`config.mk`:
```
export PLATFORM = sky130hd
export DESIGN_NAME = ise_slave
export DESIGN_NICKNAME = d
export VERILOG_FILES = /design/src/include/ise_pkg.sv /design/src/design/ise_slave.sv
export VERILOG_INCLUDE_DIRS = /design/src /design/src/include
export SDC_FILE = /design/constraint.sdc
export NUM_CORES = 1
export LEC_CHECK = 0
export BUFFER_PORTS_ARGS = -buffer_cell sky130_fd_sc_hd__buf_2
export CAP_MARGIN = 20
export CORE_MARGIN = 3
export CORE_UTILIZATION = 29
export DETAILED_ROUTE_END_ITERATION = 7
export HOLD_SLACK_MARGIN = 0.08
export PLACE_DENSITY = 0.49
export SLEW_MARGIN = 40
export SYNTH_ARGS = -nofsm -noshare
export SYNTH_HDL_FRONTEND = slang
export SYNTH_SLANG_ARGS = --single-unit
export TNS_END_PERCENT = 5
```
`constraint.sdc`:
```
create_clock -name mclk -period 7.2 [get_ports mclk]
set_input_delay 0.72 -clock mclk [delete_from_list [all_inputs] [get_ports mclk]]
set_output_delay 0.72 -clock mclk [all_outputs]
set_load 0.03 [all_outputs]
```
`src/include/ise_params.svh`:
```
`ifndef ISE_PARAMS_SVH
`define ISE_PARAMS_SVH

// ****************************************************************
// Memory organisation
// ****************************************************************
`define ISE_EE_BYTES      512
`define ISE_BLOCK_BYTES   256
`define ISE_BLOCK_PAGES   32
`define ISE_PAGE_BYTES    8
`define ISE_PAGE_IDX_W    3

// ****************************************************************
// Address byte decoding
// ****************************************************************
`define ISE_CTRL_CODE     4'hD
`define ISE_BLK_RTC       3'h0
`define ISE_BLK_EE_LO     3'h1
`define ISE_BLK_EE_HI     3'h2
`define ISE_RW_READ       1'h1
`define ISE_BYTE_BITS     4'h8

// ****************************************************************
// Line sampling
// ****************************************************************
`define ISE_LINE_IDLE     2'h3
`define ISE_SCL_FAST_HZ   400000
`define ISE_MIN_HALF_CYC  4

`endif

```
`src/include/ise_pkg.sv`:
```
package ise_pkg;

    // ************************************************************
    // Receiver states and byte kinds
    // ************************************************************
    typedef enum logic [1:0] {
        ST_IDLE,
        ST_RX,
        ST_ACK,
        ST_SKIP
    } ise_state_t;

    typedef enum logic [1:0] {
        K_ADDR,
        K_WADDR,
        K_DATA
    } ise_kind_t;

    // ************************************************************
    // Carriers towards the memory and clock cores
    // ************************************************************
    typedef struct packed {
        logic        valid;
        logic [2:0]  block_sel;
        logic [4:0]  page;
        logic [7:0]  mask;
        logic [63:0] data;
    } ise_ee_cmd_t;

    typedef struct packed {
        logic       valid;
        logic [7:0] addr;
        logic [7:0] data;
    } ise_rtc_wr_t;

endpackage

```
`src/design/ise_slave.sv`:
```
`timescale 1ns/1ps
// What this block does
// 512 EEPROM bytes: two 256-byte blocks, 32 pages of 8 each.
// Pages start on multiples of 8 word addresses.
// Page write past the page end wraps to that page's first byte.
// Host avoids page writes that cross a page end.
// Slave only; works with SCL up to 100 kHz and 400 kHz.
// SDA falling while SCL high is START; start accepted in any state.
// SDA rising while SCL high is STOP, ending the transfer.
// SDA stable while SCL high; one SCL pulse per bit.
// Bytes are 8 bits MSB first, ninth clock carries acknowledge.
// No acknowledge to EEPROM access during a programming cycle.
// Acknowledger holds SDA low through the ninth clock high phase.
// Master NACKs last read byte; slave then releases SDA.
// Transfer ends with STOP or repeated START.
// Answer only address bytes 1101 with top block-select bit 0.
// Block-select bits are the top three word address bits.
// Address byte LSB: 1 read, 0 write.
// Write: word address loads pointer, then data bytes, then STOP.
// Write cycle starts at STOP; EEPROM NACKs until it completes.
// Up to 8 bytes buffered, committed after STOP, others unchanged.
// More than 8 bytes roll over within the page buffer.
// Pointer advances by one per accepted data byte.
// Block 0 writes ignore page limit, wrap in block, commit at STOP.
// Block 000 clock, 001 lower EEPROM, 010 upper EEPROM.
// Polling address gets NACK while busy, ACK when done.
// Clock block stays reachable during an EEPROM write cycle.
// Unmatched address: no ACK, ignore bus until next START.
// SCL and SDA synchronised before START, STOP and edges detected.
`include "ise_params.svh"

module ise_slave
    import ise_pkg::*;
#(
    parameter int MCLK_HZ = 25000000
) (
    // Clock and reset
    input  logic        mclk,
    input  logic        rst,
    // Two-wire bus
    input  logic        scl_in,
    input  logic        sda_in,
    output logic        sda_out,
    output logic        sda_oe,
    // EEPROM core
    input  logic        ee_done,
    output ise_ee_cmd_t ee_cmd,
    output logic        ee_busy,
    // Clock register core
    output ise_rtc_wr_t rtc_wr,
    output logic        rtc_commit,
    output logic [7:0]  word_ptr
);

    // ************************************************************
    // Elaboration checks
    // ************************************************************
    localparam int SCL_HALF_CYC = MCLK_HZ / (2 * `ISE_SCL_FAST_HZ);

    generate
        if (SCL_HALF_CYC < `ISE_MIN_HALF_CYC) begin : g_bad_clk
            $error("mclk too slow for fast-mode SCL");
        end
        if (`ISE_PAGE_BYTES * `ISE_BLOCK_PAGES != `ISE_BLOCK_BYTES)
        begin : g_bad_map
            $error("page map does not fill a block");
        end
    endgenerate

    // ************************************************************
    // Decoding helpers
    // ************************************************************
    function automatic logic is_ee(input logic [2:0] blk);
        is_ee = (blk == `ISE_BLK_EE_LO) || (blk == `ISE_BLK_EE_HI);
    endfunction

    function automatic logic blk_ok(input logic [2:0] blk);
        blk_ok = (blk == `ISE_BLK_RTC) || is_ee(blk);
    endfunction

    // ************************************************************
    // Line synchronisers, index 1 is SCL, index 0 is SDA
    // ************************************************************
    logic [1:0] sync1_r;
    logic [1:0] sync2_r;
    logic [1:0] sync3_r;
    logic [1:0] line_r;
    logic [1:0] line_prev_r;

    always_ff @(posedge mclk or posedge rst) begin
        if (rst) begin
            sync1_r <= `ISE_LINE_IDLE;
            sync2_r <= `ISE_LINE_IDLE;
            sync3_r <= `ISE_LINE_IDLE;
        end else begin
            sync1_r <= {scl_in, sda_in};
            sync2_r <= sync1_r;
            sync3_r <= sync2_r;
        end
    end

    genvar gi;
    generate
        for (gi = 0; gi < 2; gi++) begin : g_filt
            always_ff @(posedge mclk or posedge rst) begin
                if (rst) begin
                    line_r[gi] <= 1'b1;
                end else if (sync2_r[gi] == sync3_r[gi]) begin
                    line_r[gi] <= sync3_r[gi];
                end
            end
        end
    endgenerate

    always_ff @(posedge mclk or posedge rst) begin
        if (rst) begin
            line_prev_r <= `ISE_LINE_IDLE;
        end else begin
            line_prev_r <= line_r;
        end
    end

    // ************************************************************
    // Bus conditions
    // ************************************************************
    logic scl_rise;
    logic scl_fall;
    logic start_cond;
    logic stop_cond;

    assign scl_rise   = line_r[1] && !line_prev_r[1];
    assign scl_fall   = !line_r[1] && line_prev_r[1];
    assign start_cond = line_r[1] && line_prev_r[1]
                        && line_prev_r[0] && !line_r[0];
    assign stop_cond  = line_r[1] && line_prev_r[1]
                        && !line_prev_r[0] && line_r[0];

    // ************************************************************
    // Byte receiver state
    // ************************************************************
    ise_state_t state_r;
    ise_kind_t  kind_r;
    logic [3:0] cnt_r;
    logic [7:0] shift_r;
    logic [2:0] blk_r;
    logic       rw_r;
    logic       busy_r;
    logic       byte_done;
    logic       ack_end;
    logic       addr_ok;
    logic       ack_nxt;

    assign byte_done = (state_r == ST_RX) && scl_fall
                       && (cnt_r == `ISE_BYTE_BITS);
    assign ack_end   = (state_r == ST_ACK) && scl_fall;

    always_comb begin
        addr_ok = (shift_r[7:4] == `ISE_CTRL_CODE)
                  && blk_ok(shift_r[3:1])
                  && !(is_ee(shift_r[3:1]) && busy_r);
        ack_nxt = (kind_r == K_ADDR) ? addr_ok : 1'b1;
    end

    always_ff @(posedge mclk or posedge rst) begin
        if (rst) begin
            state_r <= ST_IDLE;
        end else if (start_cond) begin
            state_r <= ST_RX;
        end else if (stop_cond) begin
            state_r <= ST_IDLE;
        end else begin
            unique case (state_r)
                ST_IDLE, ST_SKIP: begin
                    state_r <= state_r;
                end
                ST_RX: begin
                    if (byte_done) begin
                        state_r <= ST_ACK;
                    end
                end
                ST_ACK: begin
                    if (ack_end) begin
                        // Read data phase is served elsewhere
                        if (!sda_oe || (kind_r == K_ADDR && rw_r)) begin
                            state_r <= ST_SKIP;
                        end else begin
                            state_r <= ST_RX;
                        end
                    end
                end
            endcase
        end
    end

    // ************************************************************
    // Bit counter, shifter and byte kind
    // ************************************************************
    always_ff @(posedge mclk or posedge rst) begin
        if (rst) begin
            cnt_r   <= 4'h0;
            shift_r <= 8'h00;
            kind_r  <= K_ADDR;
        end else if (start_cond) begin
            cnt_r  <= 4'h0;
            kind_r <= K_ADDR;
        end else if (state_r == ST_RX && scl_rise) begin
            shift_r <= {shift_r[6:0], line_r[0]};
            cnt_r   <= cnt_r + 4'h1;
        end else if (ack_end) begin
            cnt_r  <= 4'h0;
            kind_r <= (kind_r == K_ADDR) ? K_WADDR : K_DATA;
        end
    end

    // ************************************************************
    // Address byte capture
    // ************************************************************
    always_ff @(posedge mclk or posedge rst) begin
        if (rst) begin
            blk_r <= `ISE_BLK_RTC;
            rw_r  <= 1'b0;
        end else if (byte_done && kind_r == K_ADDR && addr_ok) begin
            blk_r <= shift_r[3:1];
            rw_r  <= shift_r[0] == `ISE_RW_READ;
        end
    end

    // ************************************************************
    // Word pointer and page buffer
    // ************************************************************
    logic [7:0]                   ptr_r;
    logic [7:0]                   page_buf_r [`ISE_PAGE_BYTES];
    logic [`ISE_PAGE_BYTES-1:0]   mask_r;
    logic                         wrote_r;
    logic [`ISE_PAGE_IDX_W-1:0]   slot;

    assign slot = ptr_r[`ISE_PAGE_IDX_W-1:0];

    always_ff @(posedge mclk or posedge rst) begin
        if (rst) begin
            ptr_r <= 8'h00;
        end else if (byte_done && kind_r == K_WADDR) begin
            ptr_r <= shift_r;
        end else if (byte_done && kind_r == K_DATA) begin
            if (is_ee(blk_r)) begin
                ptr_r <= {ptr_r[7:`ISE_PAGE_IDX_W],
                          slot + 3'h1};
            end else begin
                ptr_r <= ptr_r + 8'h01;
            end
        end
    end

    always_ff @(posedge mclk or posedge rst) begin
        if (rst) begin
            mask_r  <= '0;
            wrote_r <= 1'b0;
        end else if (start_cond || stop_cond) begin
            mask_r  <= '0;
            wrote_r <= 1'b0;
        end else if (byte_done && kind_r == K_DATA) begin
            mask_r[slot] <= 1'b1;
            wrote_r      <= 1'b1;
        end
    end

    always_ff @(posedge mclk or posedge rst) begin
        if (rst) begin
            for (int i = 0; i < `ISE_PAGE_BYTES; i++) begin
                page_buf_r[i] <= 8'h00;
            end
        end else if (byte_done && kind_r == K_DATA && is_ee(blk_r)) begin
            page_buf_r[slot] <= shift_r;
        end
    end

    // ************************************************************
    // Acknowledge drive, open drain
    // ************************************************************
    always_ff @(posedge mclk or posedge rst) begin
        if (rst) begin
            sda_oe <= 1'b0;
        end else if (start_cond || stop_cond || ack_end) begin
            sda_oe <= 1'b0;
        end else if (byte_done) begin
            sda_oe <= ack_nxt;
        end
    end

    always_ff @(posedge mclk or posedge rst) begin
        if (rst) begin
            sda_out <= 1'b0;
        end else begin
            sda_out <= 1'b0;
        end
    end

    // ************************************************************
    // Write cycle launch and busy tracking
    // ************************************************************
    logic ee_go;

    assign ee_go = stop_cond && wrote_r && is_ee(blk_r);

    always_ff @(posedge mclk or posedge rst) begin
        if (rst) begin
            busy_r <= 1'b0;
        end else if (ee_go) begin
            busy_r <= 1'b1;
        end else if (ee_done) begin
            busy_r <= 1'b0;
        end
    end

    always_ff @(posedge mclk or posedge rst) begin
        if (rst) begin
            ee_cmd <= '0;
        end else begin
            ee_cmd.valid     <= ee_go;
            ee_cmd.block_sel <= blk_r;
            ee_cmd.page      <= ptr_r[7:`ISE_PAGE_IDX_W];
            ee_cmd.mask      <= mask_r;
            for (int i = 0; i < `ISE_PAGE_BYTES; i++) begin
                ee_cmd.data[i*8 +: 8] <= page_buf_r[i];
            end
        end
    end

    // ************************************************************
    // Clock register writes
    // ************************************************************
    always_ff @(posedge mclk or posedge rst) begin
        if (rst) begin
            rtc_wr     <= '0;
            rtc_commit <= 1'b0;
        end else begin
            rtc_wr.valid <= byte_done && kind_r == K_DATA
                            && blk_r == `ISE_BLK_RTC;
            rtc_wr.addr  <= ptr_r;
            rtc_wr.data  <= shift_r;
            rtc_commit   <= stop_cond && wrote_r
                            && blk_r == `ISE_BLK_RTC;
        end
    end

    // ************************************************************
    // Status outputs
    // ************************************************************
    always_ff @(posedge mclk or posedge rst) begin
        if (rst) begin
            ee_busy  <= 1'b0;
            word_ptr <= 8'h00;
        end else begin
            ee_busy  <= busy_r;
            word_ptr <= ptr_r;
        end
    end

endmodule // ise_slave

```
==> impl_metrics.tcl <==
set metrics [dict create \
    root_buffer "clkbuf_16" \
    hold_path.class "primary input to async pin" \
    dpl.hpwl_mm 10.4 \
    postLayoutCellArea_sq_um 8820 \
    drive_gt1_share_pct 41.0 \
    port_buffers 113 \
    placed_cells 889 \
    wl_mm 16.1 \
    cts_max_path_buffers 3 \
    drc 0 \
    numCtsBuffers 23 \
    grt_first_pass_wirelength_mm 25.3 \
    ys_types 46 \
    p_leak_nw 4.60 \
    worstSetupPathType "flop to flop" \
    fin_crit_ps 2940 \
    dp_slack_ps 4280 \
    dpl_cell_area_sq_um 8140 \
    wire_per_inst_microns 17.3 \
    fin_tns_setup_ps 0 \
    syn-cell-area_sq_um 7330 \
    cell_internal_pwr_mw 1.88 \
    grt.overflow.total 0 \
    p_sw_share_pct 25.6 \
    slew_viol_final 0 \
    outcome "completed" \
    combPwrFrac_pct 7.5 \
    required_ps 7570 \
    fin_util_pct 35.9 \
    vias 4217 \
    path_clk_slew_ps 60 \
    cts_resized 0 \
    power_density_nw_per_um2 286 \
    pwr-share-seq_pct 51.1 \
    clock.fmax_ghz 0.341 \
    die_x_microns 165 \
    r2r_cells 6 \
    post_cts_buffers 0 \
    num-nets-final 600 \
    cts_sinks 208 \
    rows 57 \
    core-area_sq_um 24600 \
    gp_congestion 0.863 \
    synth_seq_cells 208 \
    switchingPower_uw 646 \
    clockPowerShare_pct 41.4 \
    syn_avg_cell_area_sq_um 15.1 \
    worst_slack_ps 4260 \
    antenna_found_initial 0 \
    ys_warn_count 0 \
    synth_nets 497 \
    drtIter0Drc 279 \
    start_util_pct 29.8 \
    r2r_slack_ps 4260 \
    maxCapViolCount 0 \
    htree_levels 1 \
    whs_ps 290 \
    diodes 0 \
    tightestPinTransition_ps 788 \
    power_mw 2.52 \
    final_cells 929 \
    synthToLayoutAreaGrowth_pct 20.3 \
    cts_hold_buf 0 \
    cts_tree "built" \
    clk_latency_ps 490 \
    max_slew_margin_pct 46.9 \
    finClkSkew_ps 8.50 \
    arrival_ps 3310 \
    finalCritPeriodShare_pct 40.8 \
    dieArea_sq_um 27200 \
    avgViaCountPerCell 4.54 \
    grt_setup_unrepaired "no" \
    ant_nets 0 \
    hold_viol_final 0 \
    die_h_microns 165 \
    setup_viol 0 \
    grt_pass1_vias 4405 \
    startpoint_type "flop" \
    peakVddDrop_v 0.000124 \
    first_pass_iters 4 \
    ios 115 \
    seq_area_frac_synth_pct 71.2 \
    grt_usage_pct 11.9 \
    endpoint_kind "flop" \
    grt_max_degree 129 \
    synthCells 487 \
    critPathMaxFanout 12 \
]
## cell usage in the layout, fill, tap and decap left out, types with 2 or more instances in the layout
cell and n:
dfrtp_1 198, buf_2 113, mux2_2 75, clkbuf_16 23
nor2_1 21, a21oi_1 17, inv_1 13, o21ai_0 10
dfstp_2 10, nor2b_1 9, clkbuf_1 9, nor4_1 7
nand3_1 7, nand2_1 6, a221oi_1 6, o22ai_1 5
ha_1 5, nand3_2 4, nand4_2 4, nor3_1 4
a22oi_1 4, clkinv_2 4, xnor2_1 3, nand2b_1 3
or3_1 3, nor4_2 3, a21o_1 3, o221a_2 3
nand4b_1 2, and3_1 2, a31oi_1 2, a32oi_1 2
or2_2 2, nand4_1 2, o21a_1 2, maj3_1 2
clkbuf_8 2, clkinvlp_4 2
## cells in the mapped netlist (all sizes together)
| master | instances | area (sq um) |
|---|---|---|
| inv | 14 | 52.6 |
| o221a | 3 | 33.8 |
| a211oi | 1 | 7.51 |
| mux2 | 75 | 845 |
| a221o | 1 | 10.0 |
| nand4 | 6 | 62.6 |
| o21a | 2 | 15.0 |
| nand3b | 1 | 7.51 |
| or3 | 3 | 18.8 |
| and4b | 1 | 10.0 |
| a32oi | 2 | 17.5 |
| a211o | 1 | 8.76 |
| nand4b | 2 | 17.5 |
| nand3 | 11 | 75.1 |
| nor2 | 21 | 78.8 |
| dfrtp | 198 | 4950 |
| nand2 | 6 | 22.5 |
| a21o | 3 | 22.5 |
| nor4 | 11 | 90.1 |
| buf | 15 | 109 |
| ha | 5 | 62.6 |
| a221oi | 6 | 52.6 |
| a31oi | 2 | 12.5 |
| nand4bb | 1 | 11.3 |
| nor3 | 4 | 20.0 |
| o22ai | 5 | 31.3 |
| maj3 | 2 | 20.0 |
| clkbuf | 21 | 78.8 |
| a21oi | 17 | 85.1 |
| or2 | 2 | 12.5 |
| and3b | 1 | 8.76 |
| a22oi | 4 | 30.0 |
| xnor2 | 3 | 26.3 |
| and3 | 2 | 12.5 |
| o22a | 1 | 8.76 |
| nand2b | 3 | 18.8 |
| o21ai | 10 | 50.1 |
| and2 | 1 | 6.26 |
| dfstp | 10 | 263 |
| nor2b | 9 | 56.3 |
| conb | 1 | 3.75 |
## sequential cells by signal, summed over array words and instances (netlist names), 2 cells and up
| signal | cells |
|---|---|
| ee_cmd | 77 |
| page_buf_r | 64 |
| rtc_wr | 9 |
| mask_r | 8 |
| ptr_r | 8 |
| shift_r | 8 |
| word_ptr | 7 |
| cnt_r | 4 |
| blk_r | 3 |
| kind_r | 2 |
| line_prev_r | 2 |
| line_r | 2 |
| state_r | 2 |
| sync1_r | 2 |
| sync2_r | 2 |
| sync3_r | 2 |
## critical path, cell delays in order, from the launching register on
cell and delay [ps]:
dfrtp_1 380, inv_1 80, ha_1 260, nand4b_1 490
nor4_4 700, nand4_2 490, mux2_2 420
## final cells by class
cell class | instances | area (sq um)
Fill cell | 2367 | 15800
Inverter | 14 | 65.1
Timing Repair Buffer | 114 | 577
Clock inverter | 6 | 35.0
Sequential cell | 208 | 5220
Tap cell | 324 | 405
Multi-Input combinational cell | 229 | 1880
Clock buffer | 34 | 637
## logic make-up (layout without fill, tap and decap cells)
group                    Yosys count  after routing  synth area share [%]
flip-flops                       208            208                  71.2
AND/OR/NAND/NOR                   85             85                  7.22
multiplexers                      75             75                  11.5
AO/OA/AOI/OAI                     58             58                  5.26
buffers and inverters             50            168                  3.28
adder cells (fa/ha/maj)            7              7                  1.13
XOR/XNOR                           3              3                 0.359
other                              1              1                0.0512
## final timing paths
check                      startpoint        endpoint
min                               rst     word_ptr[3]
max                        state_r[1]  page_buf_r[14]
min in group mclk              scl_in      sync1_r[1]
max in group asynchronous         rst       mask_r[1]
min reg2reg                sync1_r[0]      sync2_r[0]
max reg2reg                state_r[1]  page_buf_r[14]
## metal layers
layer | up-vias | routed length [microns] | GRT usage [%]
li1 | 1908 | - | -
met1 | 2155 | 7300 | 16.7
met2 | 126 | 7450 | 18.9
met4 | 0 | 365 | 3.24
met3 | 28 | 942 | 2.38
met5 | - | 0 | 0
## power groups by stage
stage / logic [mW] / clock network, mW / registers (mW)
2_1_floorplan: 0.165 / 0 / 1.26
3_3_place_gp: 0.181 / 0 / 1.31
3_5_place_dp: 0.190 / 0 / 1.31
4_1_cts: 0.192 / 1.08 / 1.29
5_1_grt: 0.213 / 1.13 / 1.30
6_report: 0.189 / 1.05 / 1.29
No activity file was read; power rests on OpenSTA's default activity.
